File: src/hdl/flash_cmd_pkg.sv
package flash_cmd_pkg;
  localparam int addr_w = 19;
  localparam int data_w = 16;
  // unlock, cfi, id and sector addresses, word and byte mode
  localparam logic [18:0] unlock1_word = 19'h00555;
  localparam logic [18:0] unlock2_word = 19'h002aa;
  localparam logic [18:0] unlock1_byte = 19'h00aaa;
  localparam logic [18:0] unlock2_byte = 19'h00555;
  localparam logic [18:0] cfi_word = 19'h00055;
  localparam logic [18:0] cfi_byte = 19'h000aa;
  localparam logic [18:0] id_maker = 19'h00000;
  localparam logic [18:0] id_dev_word = 19'h00001;
  localparam logic [18:0] id_dev_byte = 19'h00002;
  localparam logic [18:0] id_prot_word = 19'h00002;
  localparam logic [18:0] id_prot_byte = 19'h00004;
  localparam int sector_lsb = 12;
  // command data bytes
  localparam logic [7:0] d_unlock1 = 8'haa;
  localparam logic [7:0] d_unlock2 = 8'h55;
  localparam logic [7:0] d_reset = 8'hf0;
  localparam logic [7:0] d_autosel = 8'h90;
  localparam logic [7:0] d_secure = 8'h88;
  localparam logic [7:0] d_cfi = 8'h98;
  localparam logic [7:0] d_program = 8'ha0;
  localparam logic [7:0] d_bypass = 8'h20;
  localparam logic [7:0] d_erase_setup = 8'h80;
  localparam logic [7:0] d_chip_erase = 8'h10;
  localparam logic [7:0] d_sector_erase = 8'h30;
  localparam logic [7:0] d_suspend = 8'hb0;
  localparam logic [7:0] d_resume = 8'h30;
  localparam logic [7:0] d_zero = 8'h00;
  // operation codes on the command port
  localparam logic [3:0] op_read = 4'h0;
  localparam logic [3:0] op_reset = 4'h1;
  localparam logic [3:0] op_id_maker = 4'h2;
  localparam logic [3:0] op_id_device = 4'h3;
  localparam logic [3:0] op_prot_verify = 4'h4;
  localparam logic [3:0] op_secure_enter = 4'h5;
  localparam logic [3:0] op_secure_exit = 4'h6;
  localparam logic [3:0] op_cfi = 4'h7;
  localparam logic [3:0] op_program = 4'h8;
  localparam logic [3:0] op_bypass_enter = 4'h9;
  localparam logic [3:0] op_bypass_prog = 4'ha;
  localparam logic [3:0] op_bypass_exit = 4'hb;
  localparam logic [3:0] op_chip_erase = 4'hc;
  localparam logic [3:0] op_sector_erase = 4'hd;
  localparam logic [3:0] op_sector_add = 4'he;
  localparam logic [3:0] op_suspend_resume = 4'hf;
  // bus cycle timing in ns, counts at 50 MHz
  localparam int clk_ns = 20;
  localparam int t_setup_ns = 40;
  localparam int t_pulse_ns = 60;
  localparam int t_hold_ns = 40;
  localparam int t_access_ns = 80;
  localparam int n_setup = (t_setup_ns + clk_ns - 1) / clk_ns;
  localparam int n_pulse = (t_pulse_ns + clk_ns - 1) / clk_ns;
  localparam int n_hold = (t_hold_ns + clk_ns - 1) / clk_ns;
  localparam int n_access = (t_access_ns + clk_ns - 1) / clk_ns;
endpackage : flash_cmd_pkg

File: src/hdl/flash_bus_cycle.sv
`timescale 1ns/1ps
// one strobed bus cycle: chip select and write or output enable
module flash_bus_cycle
(
  input wire logic clk,
  input wire logic rst,
  input wire logic start,
  input wire logic is_write,
  input wire logic [18:0] addr,
  input wire logic [15:0] wdata,
  input wire logic [15:0] dq_in,
  output logic busy,
  output logic done,
  output logic [15:0] rdata,
  output logic [18:0] a_out,
  output logic [15:0] dq_out,
  output logic dq_oe,
  output logic ce_n,
  output logic we_n,
  output logic oe_n
);
  typedef enum logic [3:0]
  {
    ph_idle = 4'b0001,
    ph_setup = 4'b0010,
    ph_pulse = 4'b0100,
    ph_hold = 4'b1000
  } phase_t;
  phase_t phase;
  logic [3:0] cnt;
  logic wr;
  logic [15:0] dq_s1;
  logic [15:0] dq_s2;
  wire last = cnt == 4'h0;
  // address and data are set during setup; strobes open later and close
  // first, so the device latches address on its falling edge and data on
  // its rising edge
  always_ff @(posedge clk)
  begin
    dq_s1 <= dq_in;
    dq_s2 <= dq_s1;
    done <= 1'b0;
    if (rst)
    begin
      phase <= ph_idle;
      cnt <= 4'h0;
      wr <= 1'b0;
      a_out <= 19'h00000;
      dq_out <= 16'h0000;
      dq_oe <= 1'b0;
      ce_n <= 1'b1;
      we_n <= 1'b1;
      oe_n <= 1'b1;
      rdata <= 16'h0000;
    end
    else
    begin
      case (phase)
        ph_idle:
        begin
          if (start)
          begin
            wr <= is_write;
            a_out <= addr;
            dq_out <= wdata;
            dq_oe <= is_write;
            ce_n <= 1'b0;
            cnt <= 4'(flash_cmd_pkg::n_setup - 1);
            phase <= ph_setup;
          end
        end
        ph_setup:
        begin
          cnt <= cnt - 4'h1;
          if (last)
          begin
            we_n <= ~wr;
            oe_n <= wr;
            cnt <= wr ? 4'(flash_cmd_pkg::n_pulse - 1)
                      : 4'(flash_cmd_pkg::n_access + 1);
            phase <= ph_pulse;
          end
        end
        ph_pulse:
        begin
          cnt <= cnt - 4'h1;
          if (last)
          begin
            // read data has passed the two-stage synchroniser by now
            if (!wr)
              rdata <= dq_s2;
            we_n <= 1'b1;
            oe_n <= 1'b1;
            cnt <= 4'(flash_cmd_pkg::n_hold - 1);
            phase <= ph_hold;
          end
        end
        ph_hold:
        begin
          cnt <= cnt - 4'h1;
          if (last)
          begin
            ce_n <= 1'b1;
            dq_oe <= 1'b0;
            done <= 1'b1;
            phase <= ph_idle;
          end
        end
        default: phase <= ph_idle;
      endcase
    end
  end
  assign busy = phase != ph_idle;
endmodule : flash_bus_cycle

File: src/hdl/flash_cmd_host.sv
`timescale 1ns/1ps
// host side command sequencer: turns one operation request into the
// string of bus writes and reads that the flash expects
module flash_cmd_host
(
  input wire logic clk,
  input wire logic rst,
  input wire logic req_valid,
  output logic req_ready,
  input wire logic [3:0] req_op,
  input wire logic [18:0] req_addr,
  input wire logic [15:0] req_data,
  input wire logic byte_mode,
  output logic rsp_valid,
  output logic [15:0] rsp_data,
  output logic [18:0] a_out,
  output logic [15:0] dq_out,
  output logic dq_oe,
  input wire logic [15:0] dq_in,
  output logic ce_n,
  output logic we_n,
  output logic oe_n
);
  typedef enum logic [2:0]
  {
    st_idle = 3'b001,
    st_issue = 3'b010,
    st_wait = 3'b100
  } state_t;
  state_t state;
  logic [3:0] op;
  logic [18:0] taddr;
  logic [15:0] tdata;
  logic bmode;
  logic [2:0] step;
  logic cyc_start;
  logic cyc_busy;
  logic cyc_done;
  logic [15:0] cyc_rdata;

  // one entry of a sequence: last flag, write flag, address and data
  typedef struct packed
  {
    logic last;
    logic wr;
    logic [18:0] a;
    logic [15:0] d;
  } step_t;

  function automatic logic [15:0] cmd(input logic [7:0] c);
    cmd = {8'h00, c}; // upper byte is ignored by the device
  endfunction : cmd

  function automatic step_t mk(input logic l, input logic w,
    input logic [18:0] a, input logic [15:0] d);
    mk = '{last: l, wr: w, a: a, d: d};
  endfunction : mk

  // unlock pair plus one command word at the first unlock address
  function automatic step_t unlock(input logic [2:0] s, input logic bm,
    input logic [7:0] c, input logic l);
    logic [18:0] u1;
    logic [18:0] u2;
    u1 = bm ? flash_cmd_pkg::unlock1_byte : flash_cmd_pkg::unlock1_word;
    u2 = bm ? flash_cmd_pkg::unlock2_byte : flash_cmd_pkg::unlock2_word;
    case (s)
      3'h0: unlock = mk(1'b0, 1'b1, u1, cmd(flash_cmd_pkg::d_unlock1));
      3'h1: unlock = mk(1'b0, 1'b1, u2, cmd(flash_cmd_pkg::d_unlock2));
      default: unlock = mk(l, 1'b1, u1, cmd(c)); // low bits only
    endcase
  endfunction : unlock

  wire [18:0] u1_addr = bmode ? flash_cmd_pkg::unlock1_byte
                              : flash_cmd_pkg::unlock1_word;
  wire [18:0] sect_addr = {taddr[18:flash_cmd_pkg::sector_lsb],
                           12'h000};
  wire [18:0] dev_addr = bmode ? flash_cmd_pkg::id_dev_byte
                               : flash_cmd_pkg::id_dev_word;
  wire [18:0] prot_addr = sect_addr | (bmode ? flash_cmd_pkg::id_prot_byte
                                             : flash_cmd_pkg::id_prot_word);
  wire [18:0] cfi_addr = bmode ? flash_cmd_pkg::cfi_byte
                               : flash_cmd_pkg::cfi_word;
  step_t cur;

  // step table per operation
  always_comb
  begin
    cur = mk(1'b1, 1'b0, taddr, 16'h0000);
    case (op)
      flash_cmd_pkg::op_read: cur = mk(1'b1, 1'b0, taddr, 16'h0000);
      flash_cmd_pkg::op_reset:
        cur = mk(1'b1, 1'b1, taddr, cmd(flash_cmd_pkg::d_reset));
      flash_cmd_pkg::op_id_maker, flash_cmd_pkg::op_id_device,
      flash_cmd_pkg::op_prot_verify:
      begin
        if (step < 3'h3)
          cur = unlock(step, bmode, flash_cmd_pkg::d_autosel, 1'b0);
        else if (op == flash_cmd_pkg::op_id_maker)
          cur = mk(1'b1, 1'b0, flash_cmd_pkg::id_maker, 16'h0000);
        else if (op == flash_cmd_pkg::op_id_device)
          cur = mk(1'b1, 1'b0, dev_addr, 16'h0000);
        else
          cur = mk(1'b1, 1'b0, prot_addr, 16'h0000);
      end
      flash_cmd_pkg::op_secure_enter:
        cur = unlock(step, bmode, flash_cmd_pkg::d_secure, 1'b1);
      flash_cmd_pkg::op_secure_exit:
      begin
        if (step < 3'h3)
          cur = unlock(step, bmode, flash_cmd_pkg::d_autosel, 1'b0);
        else
          cur = mk(1'b1, 1'b1, taddr, cmd(flash_cmd_pkg::d_zero));
      end
      flash_cmd_pkg::op_cfi:
        cur = mk(1'b1, 1'b1, cfi_addr, cmd(flash_cmd_pkg::d_cfi));
      flash_cmd_pkg::op_program:
      begin
        if (step < 3'h3)
          cur = unlock(step, bmode, flash_cmd_pkg::d_program, 1'b0);
        else
          cur = mk(1'b1, 1'b1, taddr, tdata);
      end
      flash_cmd_pkg::op_bypass_enter:
        cur = unlock(step, bmode, flash_cmd_pkg::d_bypass, 1'b1);
      flash_cmd_pkg::op_bypass_prog:
      begin
        if (step == 3'h0)
          cur = mk(1'b0, 1'b1, taddr, cmd(flash_cmd_pkg::d_program));
        else
          cur = mk(1'b1, 1'b1, taddr, tdata);
      end
      flash_cmd_pkg::op_bypass_exit:
      begin
        if (step == 3'h0)
          cur = mk(1'b0, 1'b1, taddr, cmd(flash_cmd_pkg::d_autosel));
        else
          cur = mk(1'b1, 1'b1, taddr, cmd(flash_cmd_pkg::d_zero));
      end
      flash_cmd_pkg::op_chip_erase, flash_cmd_pkg::op_sector_erase:
      begin
        if (step < 3'h3)
          cur = unlock(step, bmode, flash_cmd_pkg::d_erase_setup, 1'b0);
        else if (step < 3'h5)
          cur = unlock(step - 3'h3, bmode, 8'h00, 1'b0);
        else if (op == flash_cmd_pkg::op_chip_erase)
          cur = mk(1'b1, 1'b1, u1_addr,
                   cmd(flash_cmd_pkg::d_chip_erase));
        else
          cur = mk(1'b1, 1'b1, sect_addr,
                   cmd(flash_cmd_pkg::d_sector_erase));
      end
      flash_cmd_pkg::op_sector_add:
        cur = mk(1'b1, 1'b1, sect_addr,
                 cmd(flash_cmd_pkg::d_sector_erase));
      flash_cmd_pkg::op_suspend_resume:
        // data bit 0 picks resume, else suspend
        cur = mk(1'b1, 1'b1, taddr, cmd(tdata[0] ? flash_cmd_pkg::d_resume
                                                 : flash_cmd_pkg::d_suspend));
      default: cur = mk(1'b1, 1'b0, taddr, 16'h0000);
    endcase
  end

  // busy guard keeps a new request out while a strobe cycle still closes
  assign req_ready = state == st_idle && !cyc_busy;
  assign cyc_start = state == st_issue;

  // sequencer: one step per bus cycle, answer on the last
  always_ff @(posedge clk)
  begin
    rsp_valid <= 1'b0;
    if (rst)
    begin
      state <= st_idle;
      op <= flash_cmd_pkg::op_read;
      taddr <= 19'h00000;
      tdata <= 16'h0000;
      bmode <= 1'b0;
      step <= 3'h0;
      rsp_data <= 16'h0000;
    end
    else
    begin
      case (state)
        st_idle:
          if (req_valid)
          begin
            op <= req_op;
            taddr <= req_addr;
            tdata <= req_data;
            bmode <= byte_mode;
            step <= 3'h0;
            state <= st_issue;
          end
        st_issue: state <= st_wait;
        st_wait:
          if (cyc_done)
          begin
            if (cur.last)
            begin
              rsp_valid <= 1'b1;
              rsp_data <= cur.wr ? 16'h0000 : cyc_rdata;
              state <= st_idle;
            end
            else
            begin
              step <= step + 3'h1;
              state <= st_issue;
            end
          end
        default: state <= st_idle;
      endcase
    end
  end

  flash_bus_cycle u_cycle
  (
    .clk(clk),
    .rst(rst),
    .start(cyc_start),
    .is_write(cur.wr),
    .addr(cur.a),
    .wdata(cur.d),
    .dq_in(dq_in),
    .busy(cyc_busy),
    .done(cyc_done),
    .rdata(cyc_rdata),
    .a_out(a_out),
    .dq_out(dq_out),
    .dq_oe(dq_oe),
    .ce_n(ce_n),
    .we_n(we_n),
    .oe_n(oe_n)
  );
endmodule : flash_cmd_host

File: config.mk
export PLATFORM = sky130hd
export DESIGN_NAME = flash_cmd_host
export DESIGN_NICKNAME = d
export VERILOG_FILES = /design/src/hdl/flash_cmd_pkg.sv /design/src/hdl/flash_bus_cycle.sv /design/src/hdl/flash_cmd_host.sv
export SDC_FILE = /design/constraint.sdc
export NUM_CORES = 1
export LEC_CHECK = 0
export ABC_AREA = 1
export BUFFER_PORTS_ARGS = -buffer_cell sky130_fd_sc_hd__buf_2
export CORE_MARGIN = 1
export CORE_UTILIZATION = 55
export CTS_BUF_LIST = sky130_fd_sc_hd__clkbuf_4
export DETAILED_ROUTE_END_ITERATION = 8
export HOLD_SLACK_MARGIN = 0.12
export PLACE_DENSITY = 0.8
export SLEW_MARGIN = 20
export SYNTH_ARGS = -nofsm -noshare
export SYNTH_HDL_FRONTEND = slang
export SYNTH_HIERARCHICAL = 1
export SYNTH_SLANG_ARGS = --single-unit
File: constraint.sdc
create_clock -name clk -period 2.43 [get_ports clk]
set_input_delay 0.1215 -clock clk [delete_from_list [all_inputs] [get_ports clk]]
set_output_delay 0.1215 -clock clk [all_outputs]
set_load 0.02 [all_outputs]
==> results of run 1 <==
-- sequential cells by signal (all words and copies together), names as in the netlist --
name / cells
taddr: 19
u_cycle/a_out: 19
rsp_data: 16
tdata: 16
u_cycle/dq_out: 16
u_cycle/dq_s1: 16
u_cycle/dq_s2: 16
u_cycle/rdata: 16
op: 4
u_cycle/cnt: 4
u_cycle/phase: 4
state: 3
step: 3
bmode: 1
rsp_valid: 1
u_cycle/ce_n: 1
u_cycle/done: 1
u_cycle/dq_oe: 1
u_cycle/oe_n: 1
u_cycle/we_n: 1
u_cycle/wr: 1
-- path summary, 6_finish.rpt --
kind	startpoint	to	slack [ns]	cells past startpoint
worst max-delay path	step[1]$_SDFFE_PP0P_	u_cycle/a_out[7]$_SDFFE_PP0P_	0.20	15
worst min-delay path	dq_in[10]	u_cycle/dq_s1[10]$_DFF_P_	0.15	2
worst max register to register	step[1]$_SDFFE_PP0P_	u_cycle/a_out[7]$_SDFFE_PP0P_	0.20	15
worst min register to register	u_cycle/dq_s1[12]$_DFF_P_	u_cycle/dq_s2[12]$_DFF_P_	0.34	0
-- metal layers --
layer | part of all wire (%) | vias up | track usage [%]
met5 | 0 | - | 0
met4 | 2.2 | 0 | 10.2
met3 | 7.0 | 48 | 6.65
met2 | 48 | 311 | 47.5
met1 | 43 | 3402 | 37.6
li1 | - | 3710 | -
-- cell usage in the layout, fill, tap and decap left out, types with 8 or more instances in the layout --
cell type / count
nand2_1: 183
nor2_1: 175
dfxtp_1: 158
buf_2: 115
inv_1: 96
nand3_1: 77
o21ai_0: 73
dlygate4sd3_1: 66
a21oi_1: 53
a21oi_2: 32
nand3_2: 32
buf_4: 20
clkbuf_4: 17
nand4_1: 14
o21ai_1: 13
nand2_2: 10
nor2_2: 9
inv_2: 9
ha_1: 8
-- timing repair --
action / 4_1_cts / 5_1_grt
hold buffers: 59 / 7
gates resized for setup: 0 / 7
endpoints found under the hold margin: 68 / 7
endpoints found under the setup margin: 0 / 25
-- power groups by stage --
stage / clock [mW] / sequential [mW] / combinational, mW
after floorplan: 0 / 2.98 / 1.27
after global placement: 0 / 3.00 / 1.62
after detailed placement: 0 / 3.00 / 1.64
after CTS: 1.70 / 2.95 / 1.73
after global routing: 1.85 / 2.98 / 1.97
final: 1.70 / 2.95 / 1.77
-- area by class of cell --
cell class / instances / area share (%)
Clock buffer: 17 / 1.38
Clock inverter: 15 / 2.07
Tap cell: 176 / 2.38
Sequential cell: 160 / 34.6
Inverter: 110 / 4.54
Timing Repair Buffer: 202 / 15.2
Multi-Input combinational cell: 720 / 39.9
-- logic make-up after synthesis --
group           synth area share [%]
simple gates                    32.3
compound gates                  14.3
xor+xnor                       0.230
fa+ha+maj                       1.31
flops                           42.0
buf+inv                         9.80
-- worst max-delay path, stage by stage, from the launching register on --
cell	delay (ns)
dfxtp_1	0.39
inv_1	0.10
ha_1	0.19
inv_1	0.07
nor2_1	0.16
nand2_1	0.15
nand2_1	0.11
nand3_1	0.12
nand2_1	0.15
inv_1	0.08
a21oi_2	0.20
nand2_1	0.07
nor2_1	0.12
nor2_1	0.08
nand3_2	0.08
a21oi_2	0.05
==> results.py, run 1 <==
metrics = {
    "outcome": {
        "outcome": "finished clean",
    },
    "pwr": {
        "seqPwrFrac_pct": 46.0,
        "p_comb_share_pct": 27.6,
        "intPower_mw": 4.00,
        "fin_total_pwr_mw": 6.42,
        "power_switching_mw": 2.43,
        "clkPwrFrac_pct": 26.4,
        "ir_worst_vdd_mv": 0.718,
        "p_leak_nw": 4.09,
        "swShare_pct": 37.8,
        "p_per_area_mw_per_mm2": 693,
    },
    "synthesis": {
        "syn_nets": 1104,
        "synth_area_leader_cell": "dfxtp_1",
        "seq_area_frac_synth_pct": 42.0,
        "netlist.area_leader.share_pct": 42.0,
        "synth-edff-count": 0,
        "synthArstFlopShare_pct": 0,
        "syn_inst": 1037,
        "yosys.cell_types.count": 41,
        "yosysMostFrequentCell": "nand2_1",
        "syn_avg_cell_area_um2": 7.36,
        "yosys-top-cells-area": "dfxtp_1 42%, nand2_1 9.0%, nor2_1 8.6%",
        "netlist_top_cells_count": "183 x nand2_1, 175 x nor2_1, 160 x dfxtp_1, 98 x inv_1, 77 x nand3_1",
        "ys_seq_elements": 160,
        "synth-main-ff-cell": "dfxtp_1",
        "synth_area_mm2": 0.00763,
        "yosys_warnings": 6,
    },
    "routing": {
        "postRouteAntennaNets": 0,
        "drc_errors": 0,
        "wl_per_cell_um": 14.9,
        "routed-via-count": 7471,
        "wl_um": 20900,
        "avgViaCountPerCell": 5.34,
        "drt_iter0_markers": 744,
        "first_pass_iters": 6,
    },
    "cts": {
        "cts_setup_buffers": 0,
        "htree_num_levels": 4,
        "cts_made_buffers": 17,
        "cts_root_buffer": "clkbuf_4",
        "clk_pin_slew_worst_paths_ns": 0.17,
        "clock_path_buffers": 2,
        "cts_tree": "done",
        "clock-sinks": 160,
        "clkLatencyLatePin_ns": 0.60,
    },
    "floorplan": {
        "io_pins": 116,
        "fp.dieW_um": 120,
        "dieArea_mm2": 0.0143,
        "rows": 42,
        "die_h_um": 120,
        "coreArea_mm2": 0.0134,
        "start_util_pct": 56.9,
    },
    "placed_design": {
        "hpwl_um": 13600,
        "io_buffers": 115,
        "place_inst": 1302,
        "gp_congestion": 0.960,
        "post-place-ws_ns": 0.112,
        "postPlaceCellArea_mm2": 0.00827,
    },
    "cells_and_area": {
        "post-route-util_pct": 69.2,
        "antenna_cells": 0,
        "finalNetCount": 1278,
        "drive_gt1_share_pct": 22.8,
        "multi_input_area_mm2": 0.00370,
        "num-fill-cells": 1125,
        "design_area_mm2": 0.00927,
        "final-seq-area_mm2": 0.00321,
        "stdcell_count": 1400,
        "syn_to_final_growth_pct": 21.4,
    },
    "global_route": {
        "track_usage_pct": 29.1,
        "grt_max_degree": 56,
        "grt-ovfl-total": 0,
        "grt_pass1_wl_um": 32900,
        "antenna_found_initial": 0,
        "grt_pass1_vias": 6880,
    },
    "critical_path": {
        "critPathCaptureType": "register",
        "cp_max_fo": 7,
        "crit_type": "register to register",
        "startpoint_type": "register",
        "critPathRequiredTime_ns": 2.89,
        "cp.arrival_ns": 2.70,
    },
    "timing": {
        "tightest_slew_ns": 0.712,
        "fmax_mhz": 448,
        "setup_viol": 0,
        "relSlewSlack_pct": 52.5,
        "fin_crit_sh_pct": 91.8,
        "layout_setup_ws_ns": 0.198,
        "min_period_ns": 2.23,
        "hold-worst-slack_ns": 0.148,
        "grt_setup_unrepaired": "no",
        "slew_viol_final": 0,
        "fin_skew_ns": 0.0292,
        "tns_ns": 0,
        "timing.final.hold_violations": 0,
    },
    "flow_run": {
        "maxCapViolations": 0,
    },
    "min_path": {
        "min_path_type": "primary input to register",
    },
}
(Power assumes the default switching activity.)
==> inputs of run 2 (changes only) <==
--- a/config.mk
+++ b/config.mk
@@ -7,8 +7,10 @@
 export LEC_CHECK = 0
 export ABC_AREA = 1
 export BUFFER_PORTS_ARGS = -buffer_cell sky130_fd_sc_hd__buf_2
+export CELL_PAD_IN_SITES_DETAIL_PLACEMENT = 2
+export CELL_PAD_IN_SITES_GLOBAL_PLACEMENT = 2
 export CORE_MARGIN = 1
-export CORE_UTILIZATION = 55
+export CORE_UTILIZATION = 30
 export CTS_BUF_LIST = sky130_fd_sc_hd__clkbuf_4
 export DETAILED_ROUTE_END_ITERATION = 8
 export HOLD_SLACK_MARGIN = 0.12
==> constraint.sdc (replaced) <==
create_clock -name clk -period 1.83 [get_ports clk]
set_input_delay 0.0915 -clock clk [delete_from_list [all_inputs] [get_ports clk]]
set_output_delay 0.0915 -clock clk [all_outputs]
set_load 0.02 [all_outputs]
==> results.py, run 2 (same netlist as run 1, synthesis figures left out) <==
metrics = {
    "cells_and_area": {
        "drive_gt1_share_pct": 41.3,
        "largestRegisters": "taddr x19, u_cycle/a_out x19",
        "num-fill-cells": 2760,
        "final_cell_mix": "150 x nor2_1, 146 x dfxtp_1, 143 x nand2_1",
        "finalNetCount": 1408,
        "syn_to_final_growth_pct": 53.2,
        "design_area_mm2": 0.0117,
        "layout_commonest_cell": "nor2_1",
    },
    "placed_design": {
        "gp_congestion": 0.887,
        "post-place-ws_ns": -0.388,
        "postPlaceCellArea_mm2": 0.00905,
        "hpwl_um": 20600,
        "io_buffers": 115,
    },
    "routing": {
        "drt_iter0_markers": 739,
        "avgViaCountPerCell": 5.75,
        "postRouteAntennaNets": 0,
        "drc_errors": 0,
        "routed-via-count": 9688,
        "first_pass_iters": 5,
        "wl_per_cell_um": 30.9,
        "wl_um": 52200,
    },
    "global_route": {
        "grt-ovfl-total": 0,
        "grt_max_degree": 54,
        "grt_pass1_wl_um": 64700,
        "met1_usage_pct": 36.1,
        "grtUsageMet3_pct": 6.06,
        "busiest_layer": "met2",
        "antenna_found_initial": 2,
        "track_usage_pct": 33.4,
        "grt_pass1_vias": 10273,
        "grtUsageMet2_pct": 60.1,
    },
    "cts": {
        "cts_tree": "done",
        "htree_num_levels": 4,
        "clk_pin_slew_worst_paths_ns": 0.21,
        "clock-sinks": 160,
        "clock_path_buffers": 2,
        "cts_made_buffers": 17,
        "cts_root_buffer": "clkbuf_4",
        "clkLatencyLatePin_ns": 0.69,
    },
    "flow_run": {
        "maxCapViolations": 0,
    },
    "pwr": {
        "p_per_area_mw_per_mm2": 924,
        "p_leak_nw": 5.04,
        "ir_worst_vdd_mv": 0.424,
    },
    "floorplan": {
        "io_pins": 116,
        "rows": 58,
        "fp.dieW_um": 161,
        "die_h_um": 161,
        "coreArea_mm2": 0.0250,
        "dieArea_mm2": 0.0261,
        "start_util_pct": 30.5,
    },
    "min_path": {
        "min_path_type": "primary input to register",
    },
    "timing": {
        "layout_setup_ws_ns": -0.629,
        "tightest_slew_ns": 0.886,
        "relSlewSlack_pct": 40.9,
        "setup_viol": 101,
        "min_period_ns": 2.46,
        "fin_crit_sh_pct": 134,
        "grt_setup_unrepaired": "yes",
        "slew_viol_final": 0,
        "fin_skew_ns": 0.0689,
        "hold-worst-slack_ns": 0.199,
        "fmax_mhz": 407,
        "timing.final.hold_violations": 0,
    },
    "critical_path": {
        "cp_max_fo": 5,
        "cp.arrival_ns": 3.04,
        "crit_type": "register to register",
        "critPathCaptureType": "register",
        "critPathRequiredTime_ns": 2.41,
        "startpoint_type": "register",
    },
    "outcome": {
        "outcome": "finished, violations left",
        "violations": "setup timing",
    },
}
-- run 2: path summary, 6_finish.rpt --
path | startpoint | end | slack, ns | cells after the start
setup / recovery | op[3]$_SDFFE_PP0P_ | u_cycle/dq_out[3]$_SDFFE_PP0P_ | -0.63 | 10
hold / removal | req_data[4] | tdata[4]$_SDFFE_PP0P_ | 0.20 | 4
setup reg to reg | op[3]$_SDFFE_PP0P_ | u_cycle/dq_out[3]$_SDFFE_PP0P_ | -0.63 | 10
hold reg to reg | u_cycle/dq_s1[14]$_DFF_P_ | u_cycle/dq_s2[14]$_DFF_P_ | 0.30 | 0
-- run 2: final cells by class --
| class | instances | area (um^2) | share of cell area (%) |
|---|---|---|---|
| multi-input combinational | 720 | 4530 | 38.7 |
| sequential | 160 | 3250 | 27.8 |
| timing repair buffer | 330 | 2670 | 22.9 |
| inverter | 110 | 469 | 4.01 |
| tap | 330 | 413 | 3.53 |
| clock inverter | 15 | 204 | 1.74 |
| clock buffer | 17 | 128 | 1.09 |
| timing repair inverter | 2 | 25.0 | 0.214 |
| antenna | 2 | 5.00 | 0.0428 |
-- run 2: critical path, stage by stage, from the launching register on --
cell and delay, ns:
dfxtp_4 0.43, inv_2 0.07, nor2_1 0.11, buf_4 0.18, nand2_1 0.12, buf_4 0.20
nor2_1 0.44, o21ai_0 0.26, nand4_1 0.27, nand3_2 0.11, a21oi_2 0.19
-- run 2: timing repair --
| item | in CTS | in global routing |
|---|---|---|
| hold buffers | 73 | 1 |
| resized for setup | 170 | 119 |
| endpoints found under the setup margin | 60 | 94 |
| buffers inserted | 32 | 18 |
| hold endpoints to repair | 76 | 1 |
| pin swaps | 52 | 56 |
| cloned | 4 | 2 |
-- run 2: layer usage --
metal  routed length [um]  up-vias
li1                     -     3975
met1                19600     4901
met2                25900      582
met3                 2990      230
met4                 3690        0
met5                    0        -
-- run 2: per-stage QoR --
step / std cells / power (mW) / setup TNS (ns) / util (%)
after CTS: 1663 / 9.63 / -1.85 / 44.2
after floorplan: 1037 / 5.65 / 0 / -
after global routing: 1686 / 11.0 / -23.42 / 46.7
final: 1686 / 10.8 / -24.30 / 46.7
after detailed placement: 1523 / 6.71 / -12.39 / 36.1
after global placement: 1523 / 6.58 / -8.18 / 36.1
-- run 2: report_power, final --
group          total (mW)  switching [mW]  internal (mW)  leakage, nW
sequential           4.04           0.285           3.75         1.32
clock                2.68            1.99          0.689        0.171
combinational        4.08            2.71           1.37         3.55
==> inputs of run 3 (changes only) <==
--- a/config.mk
+++ b/config.mk
@@ -10,11 +10,11 @@
 export CELL_PAD_IN_SITES_DETAIL_PLACEMENT = 2
 export CELL_PAD_IN_SITES_GLOBAL_PLACEMENT = 2
 export CORE_MARGIN = 1
-export CORE_UTILIZATION = 30
+export CORE_UTILIZATION = 36
 export CTS_BUF_LIST = sky130_fd_sc_hd__clkbuf_4
 export DETAILED_ROUTE_END_ITERATION = 8
 export HOLD_SLACK_MARGIN = 0.12
-export PLACE_DENSITY = 0.8
+export PLACE_DENSITY = 0.89
 export SLEW_MARGIN = 20
 export SYNTH_ARGS = -nofsm -noshare
 export SYNTH_HDL_FRONTEND = slang
==> constraint.sdc (replaced) <==
create_clock -name clk -period 2.9 [get_ports clk]
set_input_delay 0.145 -clock clk [delete_from_list [all_inputs] [get_ports clk]]
set_output_delay 0.145 -clock clk [all_outputs]
set_load 0.02 [all_outputs]
==> results.py, run 3 (same netlist as run 1, synthesis figures left out) <==
metrics = {
    "floorplan": {
        "coreArea_mm2": 0.0205,
        "fp.dieW_um": 148,
        "dieArea_mm2": 0.0218,
        "die_h_um": 148,
        "rows": 52,
        "start_util_pct": 37.2,
        "io_pins": 116,
    },
    "cells_and_area": {
        "num-fill-cells": 2388,
        "layout_commonest_cell": "nand2_1",
        "largestRegisters": "taddr x19, u_cycle/a_out x19",
        "syn_to_final_growth_pct": 21.3,
        "finalNetCount": 1265,
        "drive_gt1_share_pct": 22.2,
        "stdcell_count": 1482,
        "final_cell_mix": "183 x nand2_1, 175 x nor2_1, 160 x dfxtp_1",
    },
    "critical_path": {
        "crit_type": "register to output pin",
        "critPathCaptureType": "output pin",
        "critPathRequiredTime_ns": 2.76,
        "startpoint_type": "register",
        "cp.arrival_ns": 2.58,
        "r2r_cells": 13,
        "cp_max_fo": 24,
    },
    "placed_design": {
        "post-place-ws_ns": 0.393,
        "io_buffers": 115,
        "gp_congestion": 0.920,
        "hpwl_um": 19200,
        "place_inst": 1390,
    },
    "global_route": {
        "grt_pass1_vias": 9193,
        "grt_pass1_wl_um": 53500,
        "grt_max_degree": 61,
        "grt-ovfl-total": 0,
        "track_usage_pct": 32.5,
        "antenna_found_initial": 1,
    },
    "timing": {
        "relSlewSlack_pct": 27.3,
        "grt_setup_unrepaired": "no",
        "fin_crit_sh_pct": 94.1,
        "tns_ns": 0,
        "setup_viol": 0,
        "timing.final.hold_violations": 0,
        "hold-worst-slack_ns": 0.143,
        "fin_skew_ns": 0.0477,
        "layout_setup_ws_ns": 0.170,
        "fmax_mhz": 366,
        "slew_viol_final": 0,
        "tightest_slew_ns": 1.09,
        "min_period_ns": 2.73,
    },
    "pwr": {
        "ir_worst_vdd_mv": 0.367,
        "p_per_area_mw_per_mm2": 622,
        "fin_total_pwr_mw": 5.76,
        "p_leak_nw": 4.03,
    },
    "flow_run": {
        "maxCapViolations": 0,
    },
    "cts": {
        "htree_num_levels": 4,
        "cts_made_buffers": 17,
        "clk_pin_slew_worst_paths_ns": 0.22,
        "cts_root_buffer": "clkbuf_4",
        "clock-sinks": 160,
        "clock_path_buffers": 2,
        "clkLatencyLatePin_ns": 0.63,
        "cts_tree": "done",
        "cts_setup_buffers": 0,
    },
    "routing": {
        "postRouteAntennaNets": 0,
        "first_pass_iters": 5,
        "avgViaCountPerCell": 5.49,
        "routed-via-count": 8142,
        "wl_um": 35100,
        "drc_errors": 0,
        "wl_per_cell_um": 23.7,
        "drt_iter0_markers": 459,
    },
    "min_path": {
        "min_path_type": "primary input to register",
        "hold-path-cell-count": 2,
    },
    "outcome": {
        "outcome": "finished clean",
    },
}
-- run 3: power breakdown --
| part | switching (mW) | total, mW | internal (mW) |
|---|---|---|---|
| clock | 1.15 | 1.59 | 0.435 |
| combinational | 1.16 | 1.65 | 0.480 |
| sequential | 0.157 | 2.52 | 2.37 |
-- run 3: per-stage QoR --
step,util (%),cell area (um^2)
after CTS,45.0,9230
after global routing,45.2,9250
after floorplan,-,7630
after detailed placement,40.7,8330
after global placement,40.7,8330
final,45.2,9250
-- run 3: area by class of cell --
| cell class | instances | area (um^2) | area share (%) |
|---|---|---|---|
| timing repair buffer | 189 | 1280 | 13.8 |
| clock inverter | 15 | 199 | 2.15 |
| sequential | 160 | 3200 | 34.6 |
| antenna | 1 | 2.50 | 0.0270 |
| multi-input combinational | 720 | 3680 | 39.8 |
| clock buffer | 17 | 128 | 1.38 |
| tap | 270 | 338 | 3.65 |
| inverter | 110 | 420 | 4.54 |
-- run 3: path summary, 6_finish.rpt --
path / from / to / slack [ns]
worst max-delay path: u_cycle/phase[2]$_SDFFE_PP0P_ / req_ready / 0.17
worst min-delay path: dq_in[7] / u_cycle/dq_s1[7]$_DFF_P_ / 0.14
worst max register to register: step[1]$_SDFFE_PP0P_ / u_cycle/a_out[4]$_SDFFE_PP0P_ / 0.19
worst min register to register: u_cycle/dq_s1[9]$_DFF_P_ / u_cycle/dq_s2[9]$_DFF_P_ / 0.35
-- run 3: repair_timing --
| item | CTS | global route |
|---|---|---|
| hold buffers | 57 | 2 |
| endpoints found under the hold margin | 57 | 2 |
| gates resized for setup | 0 | 1 |
| setup endpoints to repair | 0 | 5 |
-- run 3: worst max-delay path, cell delays in order, from the launching register on --
cell and delay (ns):
dfxtp_1 0.40, inv_2 0.12, nand2_4 0.09, nor2_8 0.31, buf_4 0.48, inv_1 0.13
nor2_1 0.22, buf_2 0.21
-- run 3: per-layer routing --
metal / track usage, % / vias up / wire (um)
li1: - / 3672 / -
met1: 36.9 / 4125 / 14400
met2: 59.2 / 249 / 18100
met3: 5.06 / 96 / 1190
met4: 15.3 / 0 / 1460
met5: 0 / - / 0
